### src/rtl/pcd_map.svh
// Purpose: offsets, termination field values, reset values and command codes
// Assumes: included by bare name
// Notes:   definitions only
`ifndef PCD_MAP_SVH
`define PCD_MAP_SVH
`define PCD_CMD_OFFSET     8'h23
`define PCD_CMD_RESET      8'h00
`define PCD_CMD_WAKE       8'h11
`define PCD_CMD_DET_OFF    8'h22
`define PCD_CMD_DET_ON     8'h33
`define PCD_CMD_SNK_OFF    8'h44
`define PCD_CMD_SNK_ON     8'h55
`define PCD_CMD_SRC_OFF    8'h66
`define PCD_CMD_SRC_DEF    8'h77
`define PCD_CMD_SRC_HIGH   8'h88
`define PCD_CMD_SEEK       8'h99
`define PCD_CMD_RX_FINAL   8'hAA
`define PCD_CMD_RSV_C      8'hCC
`define PCD_CMD_RSV_D      8'hDD
`define PCD_CMD_RSV_E      8'hEE
`define PCD_CMD_IDLE       8'hFF
`define PCD_TERM_RP        2'h1
`define PCD_TERM_RD        2'h2
`endif

### src/rtl/pcd_pkg.sv
// Purpose: types for the port controller command decoder
// Assumes: nothing
// Notes:   state held as one packed struct
package pcd_pkg;
	typedef struct packed {
		logic [7:0] cmd;
		logic       det_en;
		logic       sinking;
		logic       sourcing;
		logic       src_high;
		logic       rx_armed;
		logic       tog_start;
		logic       tog_rp_first;
	} pcd_state_t;
endpackage

### src/rtl/pcd_decoder.sv
// Purpose: command register at 0x23 and its one-shot decoder
// Assumes: reg_wr_en is one cycle per completed byte write
// Notes:   status flags are owned here and exported as levels
//
// Overview of operation
// - eight-bit command register at 0x23, reads zero after reset
// - wake code accepted, no action
// - 0x22 disables bus-voltage detection, clears detect-enabled flag
// - 0x33 enables bus-voltage detection, sets detect-enabled flag
// - 0x44 clears sinking flag
// - 0x55 sets sinking flag and enables detection if sink capable
// - 0x66 clears sourcing and sourcing-high flags
// - 0x77 sets sourcing flag and enables detection if source capable
// - 0x99 starts role toggling when toggle enable is set
// - toggling starts with Rp for 01b fields, Rd for 10b fields
// - mismatched termination fields prevent toggling start
// - 0xAA arms receive-enable clear after next GoodCRC sent
// - reserved codes 0xCC, 0xDD, 0xEE do nothing
// - bus idle code accepted, no action
`timescale 1ns/1ps
`include "pcd_map.svh"
module pcd_decoder
	import pcd_pkg::*;
(
	input  wire logic       clock,
	input  wire logic       srst,
	input  wire logic [7:0] reg_addr,
	input  wire logic       reg_wr_en,
	input  wire logic [7:0] reg_wdata,
	output logic      [7:0] reg_rdata,
	input  wire logic       sink_path_capable,
	input  wire logic       source_path_capable,
	input  wire logic       source_high_capable,
	input  wire logic       toggle_role_enable,
	input  wire logic [1:0] cc1_term_field,
	input  wire logic [1:0] cc2_term_field,
	input  wire logic       goodcrc_sent,
	output logic            power_detect_enabled,
	output logic            sinking_power,
	output logic            sourcing_power,
	output logic            sourcing_high_level,
	output logic            rx_final_armed,
	output logic            rx_enable_clear,
	output logic            toggle_start,
	output logic            toggle_rp_first
);
	pcd_state_t state_q;
	pcd_state_t state_d;
	logic       wr_hit;

	// one decode of the command offset, shared by write and read paths
	function automatic logic is_cmd_addr(input logic [7:0] addr);
		return addr == `PCD_CMD_OFFSET;
	endfunction

	// pulse only on the write strobe, never from the held value
	assign wr_hit = reg_wr_en && is_cmd_addr(reg_addr);

	always_comb begin
		state_d = state_q;
		state_d.tog_start = 1'b0;
		if (state_q.rx_armed && goodcrc_sent) begin
			state_d.rx_armed = 1'b0;
		end
		if (wr_hit) begin
			state_d.cmd = reg_wdata;
			case (reg_wdata)
				`PCD_CMD_WAKE: begin
					state_d.cmd = reg_wdata;
				end
				`PCD_CMD_DET_OFF: begin
					state_d.det_en = 1'b0;
				end
				`PCD_CMD_DET_ON: begin
					state_d.det_en = 1'b1;
				end
				`PCD_CMD_SNK_OFF: begin
					state_d.sinking = 1'b0;
				end
				`PCD_CMD_SNK_ON: begin
					if (sink_path_capable) begin
						state_d.sinking = 1'b1;
						state_d.det_en  = 1'b1;
					end
				end
				`PCD_CMD_SRC_OFF: begin
					state_d.sourcing = 1'b0;
					state_d.src_high = 1'b0;
				end
				`PCD_CMD_SRC_DEF: begin
					if (source_path_capable) begin
						state_d.sourcing = 1'b1;
						state_d.det_en   = 1'b1;
					end
				end
				`PCD_CMD_SRC_HIGH: begin
					if (source_high_capable) begin
						state_d.src_high = 1'b1;
					end
				end
				`PCD_CMD_SEEK: begin
					// restart hook for the port manager
					if (toggle_role_enable) begin
						if (cc1_term_field == `PCD_TERM_RP &&
						    cc2_term_field == `PCD_TERM_RP) begin
							state_d.tog_start    = 1'b1;
							state_d.tog_rp_first = 1'b1;
						end else if (cc1_term_field == `PCD_TERM_RD &&
						             cc2_term_field == `PCD_TERM_RD) begin
							state_d.tog_start    = 1'b1;
							state_d.tog_rp_first = 1'b0;
						end
						// any other field pair: no start
					end
				end
				`PCD_CMD_RX_FINAL: begin
					// arm wins over a same-cycle GoodCRC
					state_d.rx_armed = 1'b1;
				end
				`PCD_CMD_RSV_C, `PCD_CMD_RSV_D, `PCD_CMD_RSV_E: begin
					state_d.cmd = reg_wdata;
				end
				`PCD_CMD_IDLE: begin
					state_d.cmd = reg_wdata;
				end
				default: begin
					state_d.cmd = reg_wdata;
				end
			endcase
		end
	end

	always_ff @(posedge clock) begin
		if (srst) begin
			state_q <= '0;
			state_q.cmd <= `PCD_CMD_RESET;
		end else begin
			state_q <= state_d;
		end
	end

	// unmapped reads return zero
	assign reg_rdata = is_cmd_addr(reg_addr) ? state_q.cmd : 8'h00;
	assign power_detect_enabled = state_q.det_en;
	assign sinking_power        = state_q.sinking;
	assign sourcing_power       = state_q.sourcing;
	assign sourcing_high_level  = state_q.src_high;
	assign rx_final_armed       = state_q.rx_armed;
	assign rx_enable_clear      = state_q.rx_armed && goodcrc_sent;
	assign toggle_start         = state_q.tog_start;
	assign toggle_rp_first      = state_q.tog_rp_first;

	// reset checks run without disable, they watch the reset itself
	AST_RESET_ZERO: assert property (
		@(posedge clock)
		srst |=> (state_q.cmd == 8'h00))
		else $error("command register not zero after reset");
	AST_RESET_FLAGS: assert property (
		@(posedge clock)
		srst |=> !power_detect_enabled && !sinking_power &&
		!sourcing_power && !sourcing_high_level &&
		!rx_final_armed && !toggle_start)
		else $error("status flag set after reset");

	// register storage and read path
	AST_CMD_STORE: assert property (
		@(posedge clock) disable iff (srst)
		wr_hit |=> state_q.cmd == $past(reg_wdata))
		else $error("written byte not stored");
	AST_CMD_HOLD: assert property (
		@(posedge clock) disable iff (srst)
		!wr_hit |=> $stable(state_q.cmd))
		else $error("command byte changed without a write");
	AST_UNMAPPED: assert property (
		@(posedge clock) disable iff (srst)
		reg_wr_en && !is_cmd_addr(reg_addr) |=> $stable(state_q.cmd))
		else $error("write to other offset reached the register");
	AST_RDATA_ZERO: assert property (
		@(posedge clock) disable iff (srst)
		!is_cmd_addr(reg_addr) |-> reg_rdata == 8'h00)
		else $error("unmapped read not zero");

	// codes that only store the byte
	AST_WAKE_NOP: assert property (
		@(posedge clock) disable iff (srst)
		wr_hit && reg_wdata == `PCD_CMD_WAKE |=>
		$stable(power_detect_enabled) && $stable(sinking_power) &&
		$stable(sourcing_power) && $stable(sourcing_high_level))
		else $error("wake code changed a flag");
	AST_RSV_NOP: assert property (
		@(posedge clock) disable iff (srst)
		wr_hit && (reg_wdata == `PCD_CMD_RSV_C ||
		reg_wdata == `PCD_CMD_RSV_D || reg_wdata == `PCD_CMD_RSV_E) |=>
		$stable(power_detect_enabled) && $stable(sinking_power) &&
		$stable(sourcing_power) && !toggle_start)
		else $error("reserved code changed a flag");
	AST_IDLE_NOP: assert property (
		@(posedge clock) disable iff (srst)
		wr_hit && reg_wdata == `PCD_CMD_IDLE |=>
		$stable(power_detect_enabled) && $stable(sinking_power) &&
		$stable(sourcing_power) && $stable(sourcing_high_level))
		else $error("idle code changed a flag");
	AST_IGNORE: assert property (
		@(posedge clock) disable iff (srst)
		wr_hit && reg_wdata == 8'h00 |=>
		$stable(power_detect_enabled) && $stable(sinking_power) &&
		$stable(sourcing_power))
		else $error("ignored code changed a flag");

	// detection and power path flags
	AST_DET_OFF: assert property (
		@(posedge clock) disable iff (srst)
		wr_hit && reg_wdata == 8'h22 |=> !power_detect_enabled)
		else $error("detect still on after disable");
	AST_DET_ON: assert property (
		@(posedge clock) disable iff (srst)
		wr_hit && reg_wdata == 8'h33 |=> power_detect_enabled)
		else $error("detect off after enable");
	AST_DET_HOLD: assert property (
		@(posedge clock) disable iff (srst)
		!wr_hit |=> $stable(power_detect_enabled))
		else $error("detect flag moved without a write");
	AST_SNK_OFF: assert property (
		@(posedge clock) disable iff (srst)
		wr_hit && reg_wdata == 8'h44 |=> !sinking_power)
		else $error("sinking flag not cleared");
	AST_SNK_ON: assert property (
		@(posedge clock) disable iff (srst)
		wr_hit && reg_wdata == 8'h55 |=>
		sinking_power == $past(sink_path_capable | sinking_power))
		else $error("sinking flag wrong after sink command");
	AST_SNK_DET: assert property (
		@(posedge clock) disable iff (srst)
		wr_hit && reg_wdata == `PCD_CMD_SNK_ON && sink_path_capable |=>
		power_detect_enabled)
		else $error("sink command left detection off");
	AST_SRC_OFF: assert property (
		@(posedge clock) disable iff (srst)
		wr_hit && reg_wdata == 8'h66 |=>
		!sourcing_power && !sourcing_high_level)
		else $error("source flags not cleared");
	AST_SRC_ON: assert property (
		@(posedge clock) disable iff (srst)
		wr_hit && reg_wdata == 8'h77 && source_path_capable |=>
		sourcing_power && power_detect_enabled)
		else $error("sourcing not set");
	AST_SRC_KEEP: assert property (
		@(posedge clock) disable iff (srst)
		wr_hit && reg_wdata == `PCD_CMD_SRC_DEF && !source_path_capable
		|=> $stable(sourcing_power))
		else $error("sourcing set without capability");
	AST_SRC_HIGH: assert property (
		@(posedge clock) disable iff (srst)
		wr_hit && reg_wdata == 8'h88 && !source_high_capable |=>
		sourcing_high_level == $past(sourcing_high_level))
		else $error("high flag set without capability");
	AST_HIGH_SET: assert property (
		@(posedge clock) disable iff (srst)
		wr_hit && reg_wdata == `PCD_CMD_SRC_HIGH && source_high_capable
		|=> sourcing_high_level)
		else $error("high flag not set");
	AST_FLAG_HOLD: assert property (
		@(posedge clock) disable iff (srst)
		!wr_hit |=> $stable(sinking_power) && $stable(sourcing_power) &&
		$stable(sourcing_high_level))
		else $error("power flag moved without a write");

	// toggling start
	AST_TOG_ONCE: assert property (
		@(posedge clock) disable iff (srst)
		toggle_start |=> !toggle_start)
		else $error("toggle start longer than one cycle");
	AST_TOG_ONLY_SEEK: assert property (
		@(posedge clock) disable iff (srst)
		!(wr_hit && reg_wdata == `PCD_CMD_SEEK) |=> !toggle_start)
		else $error("toggle start without a seek write");
	AST_TOG_OFF: assert property (
		@(posedge clock) disable iff (srst)
		wr_hit && reg_wdata == `PCD_CMD_SEEK && !toggle_role_enable
		|=> !toggle_start)
		else $error("toggle started with toggling disabled");
	AST_TOG_RP: assert property (
		@(posedge clock) disable iff (srst)
		wr_hit && reg_wdata == `PCD_CMD_SEEK && toggle_role_enable &&
		cc1_term_field == 2'h1 && cc2_term_field == 2'h1 |=>
		toggle_start && toggle_rp_first)
		else $error("toggle did not start with Rp");
	AST_TOG_RD: assert property (
		@(posedge clock) disable iff (srst)
		wr_hit && reg_wdata == `PCD_CMD_SEEK && toggle_role_enable &&
		cc1_term_field == 2'h2 && cc2_term_field == 2'h2 |=>
		toggle_start && !toggle_rp_first)
		else $error("toggle did not start with Rd");
	AST_TOG_BAD: assert property (
		@(posedge clock) disable iff (srst)
		wr_hit && reg_wdata == 8'h99 &&
		(cc1_term_field != cc2_term_field || !toggle_role_enable) |=>
		!toggle_start)
		else $error("toggle started with bad fields");

	// receiver stop after the next GoodCRC
	AST_ARM: assert property (
		@(posedge clock) disable iff (srst)
		wr_hit && reg_wdata == `PCD_CMD_RX_FINAL |=> rx_final_armed)
		else $error("receiver not armed");
	AST_ARM_HOLD: assert property (
		@(posedge clock) disable iff (srst)
		rx_final_armed && !goodcrc_sent |=> rx_final_armed)
		else $error("receiver disarmed without GoodCRC");
	AST_RX_CLEAR: assert property (
		@(posedge clock) disable iff (srst)
		rx_enable_clear && !wr_hit |=> !rx_final_armed)
		else $error("receiver still armed after GoodCRC");
	AST_CLR_ONCE: assert property (
		@(posedge clock) disable iff (srst)
		rx_enable_clear && !wr_hit |=> !rx_enable_clear)
		else $error("receive clear pulsed twice");

	COV_SEEK_RP: cover property (@(posedge clock) disable iff (srst)
		toggle_start && toggle_rp_first);
	COV_SEEK_RD: cover property (@(posedge clock) disable iff (srst)
		toggle_start && !toggle_rp_first);
	COV_SINK: cover property (@(posedge clock) disable iff (srst)
		$rose(sinking_power));
	COV_RX: cover property (@(posedge clock) disable iff (srst)
		rx_enable_clear);
	// arm write meeting a GoodCRC in the same cycle
	COV_ARM_WINS: cover property (@(posedge clock) disable iff (srst)
		wr_hit && reg_wdata == `PCD_CMD_RX_FINAL && rx_enable_clear);
endmodule

### config.mk
export PLATFORM = sky130hd
export DESIGN_NAME = pcd_decoder
export DESIGN_NICKNAME = d
export VERILOG_FILES = /design/src/rtl/pcd_pkg.sv /design/src/rtl/pcd_decoder.sv
export VERILOG_INCLUDE_DIRS = /design/src /design/src/rtl
export SDC_FILE = /design/constraint.sdc
export NUM_CORES = 1
export LEC_CHECK = 0
export ABC_AREA = 1
export BUFFER_PORTS_ARGS = -buffer_cell sky130_fd_sc_hd__buf_2
export CORE_AREA = 2 2 53 45
export CTS_BUF_LIST = sky130_fd_sc_hd__clkbuf_2
export DETAILED_ROUTE_END_ITERATION = 10
export DIE_AREA = 0 0 55 47
export PLACE_DENSITY = 0.79
export SYNTH_ARGS = -nofsm -noshare
export SYNTH_HDL_FRONTEND = slang
export SYNTH_SLANG_ARGS = --single-unit
### constraint.sdc
create_clock -name clock -period 1.4 [get_ports clock]
set_input_delay 0.21 -clock clock [delete_from_list [all_inputs] [get_ports clock]]
set_output_delay 0.21 -clock clock [all_outputs]
set_load 0.01 [all_outputs]
=== Word-level counts from Yosys, hierarchy flattened ===
Index checks and enable logic that the tools add are counted.

* Register bits after elaboration: 15
* Bits of input ports: 28
* Logic and storage cells: 58

* Equal/unequal tests: 17
* Multiplexer cells: 15
* Bitwise gates (word level): 3
* Reductions and logical operators: 15

{| class="wikitable"
|+ Operator list
! kind !! number
|-
| $eq A8 B7 Y1 const B || 4
|-
| $eq A8 B6 Y1 const B || 3
|-
| $eq A8 B8 Y1 const B || 3
|-
| $mux W2 || 5
|-
| $reduce_and A3 Y1 || 3
|-
| $mux W8 || 1
|-
| $reduce_and A4 Y1 || 2
|-
| $reduce_bool A2 Y1 || 4
|-
| $ne A2 B2 Y1 const B || 3
|-
| $pmux W1 S2 || 3
|-
| $eq A2 B1 Y1 const B || 2
|-
| $eq A2 B2 Y1 const B || 2
|-
| $logic_and A1 B1 Y1 || 4
|-
| $mux W1 || 4
|-
| $pmux W1 S4 || 1
|-
| $reduce_bool A4 Y1 || 1
|-
| $reduce_or A4 Y1 || 1
|-
| $mux W3 || 1
|-
| $not A1 Y1 || 3
|}

=== Longest topological paths before layout ===
* Word-level depth: 7
* Gate-level depth with buffers: 10
* Gate-level depth less buffers: 10

=== Least setup slack after synthesis ===
No wires, ideal clock.

* Path type: input to register
* Start: input reg_addr[7]
* End: register state_q (netlist bit power_detect_enabled)
* Setup time: 111 ps
* Arrival time: 1021 ps
* Data required time: 1289 ps
* Path slack: 268 ps
* Stages: 8
* Cell sequence: or2_1 -> nor2_2 -> nand3_2 -> buf_6 -> nor2_4 -> nand3_1 -> nand2_1 -> nor2_2

* Word-level cells in the longest chain between the ends: 3

{| class="wikitable"
|+ RTL lines
! element !! line !! RTL
|-
| start, declared || pcd_decoder.sv:27 || <nowiki>input wire logic [7:0] reg_addr,</nowiki>
|-
| $eq A8 B6 Y1 (no source line) || n/a ||
|-
| $logic_and A1 B1 Y1 || pcd_decoder.sv:57 || <nowiki>assign wr_hit = reg_wr_en && is_cmd_addr(reg_addr);</nowiki>
|-
| $reduce_and A4 Y1 (no source line) || n/a ||
|-
| end signal, assigned || pcd_decoder.sv:138 || <nowiki>state_q <= state_d;</nowiki>
|-
| end, declared || pcd_decoder.sv:47 || <nowiki>pcd_state_t state_q;</nowiki>
|}

No other way between the ends.
A chain may end at the register's enable or synchronous reset.

=== Worst setup path in the final report ===
* Start: input reg_addr[3]
* End: output reg_rdata[4]

* Word-level cells in the longest chain between the ends: 2

{| class="wikitable"
|+ RTL lines
! element !! line !! RTL
|-
| $eq A8 B6 Y1 (no source line) || n/a ||
|-
| $mux W8 || pcd_decoder.sv:143 || <nowiki>assign reg_rdata = is_cmd_addr(reg_addr) ? state_q.cmd : 8'h00;</nowiki>
|-
| end, declared || pcd_decoder.sv:30 || <nowiki>output logic [7:0] reg_rdata,</nowiki>
|}

No other way between the ends.

==> results.toml <==
[floorplan]
start_util = 0.447
num_rows = 15
ios = 44
die_x_microns = 55
die_h_microns = 47
design.core.area_sq_um = 2060
dieArea_sq_um = 2590

[clock_network]
cts_hold_buf = 0
clock-root-buffer = "clkbuf_2"
clk_path_buf_depth = 2
clk-insertion-delay-late_ps = 300
cts_buffers = 3
cts_tree = "done"
htree_num_levels = 1
clkTransAtPathRegs_ps = 160
cts.sinks = 15

[pwr]
p_leak_nw = 0.602
power_frac_seq = 0.569
internal-power_mw = 0.537
p_sw_frac = 0.286
p_total_mw = 0.752
p_switching_mw = 0.215
powerDensity_nw_per_um2 = 627
ir_drop_uv = 489
power_frac_comb = 0.146
pwr-share-clk = 0.285

[timing]
slew_viol_final = 0
setup_tns_ps = 0
fin_crit_ps = 1240
tightestPinTransition_ps = 368
whs_ps = 116
skew_ps = 0
rsz0062_at_grt = "false"
finalSetupViolations = 0
hold_viol = 0
setup_ws_ps = 159
timing.fmax_mhz = 806
slew_headroom = 0.753
timing.final.crit_share = 0.887

[min_path]
hp-class = "in -> reg"
hold_start = "srst"

[drt]
via_count = 1116
wl_per_cell_microns = 10.4
drc = 0
routed_via_density = 4.96
wl_microns = 2330
drt_pass1_iterations = 5
ant_nets = 0
drtIter0Drc = 32

[synthesis]
synth_cells = 154
avgSynthCellArea_sq_um = 5.99
ys_ff_latch = 15
netlist_area_sq_um = 922
yosysSeqAreaShare = 0.326
yosys_warnings = 0
synthDistinctLibCells = 20
synth_nets = 182

[cells_and_area]
area_delta_synth_final_pct = 30.1
final_area_sq_um = 1200
fin_util = 0.581
fillCellCount = 214
diodes = 0
instances_no_fill = 225
nets = 229
drive_gt1_frac = 0.295

[placed_design]
gp_congestion = 0.867
portBuffers = 43
dpl.hpwl_microns = 1910
place_area_sq_um = 1180
place_ws_ps = 30.8
dp_cells = 221

[status]
status = "finished, final reports clean"

[global_routing]
grt_usage = 0.200
antenna_found_initial = 0
overflow = 0
grt_pass1_vias = 899
grt_max_degree = 14
grt_pass1_wl_microns = 3630

[critical_path]
cp-end-kind = "primary output"
path_class = "in -> out"
startpoint_type = "primary input"
cp.arrival_ps = 1030
crit_start = "reg_addr[3]"
crit_required_ps = 1190
reg2reg_from = "sourcing_high_level"
crit_fanout = 8

[job]
drv_cap = 0
[cells by family after synthesis]
kind of cell | synth area share
simple gates | 0.410
compound gates | 0.134
buf+inv | 0.130
flops | 0.326
[per-layer routing]
metal | vias to the layer above | track usage | wire, microns
li1 | 576 | - | -
met4 | 0 | 0.102 | 42
met2 | 27 | 0.329 | 1160
met3 | 5 | 0.0382 | 86
met5 | - | 0 | 0
met1 | 508 | 0.252 | 1040
[worst max-delay path, stage by stage]
cell and delay [ps]:
buf_2 100, nor2_1 90, nor2b_1 230, nand2_2 150, nor2_1 110, buf_2 140
[flip-flops by register name, indices dropped and copies added (netlist names)]
name	count
power_detect_enabled	1
rx_final_armed	1
sinking_power	1
sourcing_high_level	1
sourcing_power	1
state_q	8
toggle_rp_first	1
toggle_start	1
[timing repair]
item	CTS	global route
endpoints found under the setup margin	0	6
gates resized for setup	0	1
buffers inserted	0	0
[cell usage after synthesis]
cell type   n  area share
dfxtp_1    15        0.33
nor2_2      5       0.034
o31ai_1     1      0.0081
clkbuf_1    2      0.0081
inv_1      26        0.11
nand4_1     4       0.027
nand3_1     8       0.043
nor3_1      3       0.016
a21oi_1    12       0.065
a31oi_1     1      0.0068
nor2_4      1       0.012
o21ai_0    10       0.054
nand3_2     1       0.011
nor2b_1     1      0.0068
nor2_1     27        0.11
inv_2       1      0.0041
nand2_1    33        0.13
buf_6       1       0.012
and2_2      1      0.0081
or2_1       1      0.0068
[area by class of cell]
type / instances / area [sq um] / area share
clock inverter: 1 / 5.00 / 0.00417
inverter: 27 / 101 / 0.0845
multi-input combinational: 109 / 504 / 0.420
sequential: 15 / 300 / 0.250
clock buffer: 3 / 15.0 / 0.0125
timing repair buffer: 45 / 243 / 0.202
tap: 25 / 31.3 / 0.0261
[layout by cell type (no fill, tap or decap), drive strengths merged]
master  netlist  final
buf           1     45
nand2        33     33
nor2         33     33
inv          27     27
dfxtp        15     15
a21oi        12     12
o21ai        10     10
nand3         9      9
nand4         4      4
nor3          3      3
clkbuf        2      3
or2           1      1
nor2b         1      1
and2          1      1
o31ai         1      1
a31oi         1      1
clkinv        0      1
[power by group through the flow]
stage,combinational (mW),sequential (mW),clock (mW)
final,0.110,0.428,0.214
after global routing,0.124,0.428,0.240
after CTS,0.109,0.428,0.215
after detailed placement,0.109,0.437,0
after global placement,0.104,0.437,0
after floorplan,0.0468,0.437,0
[worst paths after layout]
check	to	slack [ps]	depth (start not counted)
max	reg_rdata[4]	160	6
min reg2reg	state_q[7]	460	2
min	sourcing_power	120	2
max reg2reg	sourcing_high_level	710	2
No activity file was read; power rests on OpenSTA's default activity.
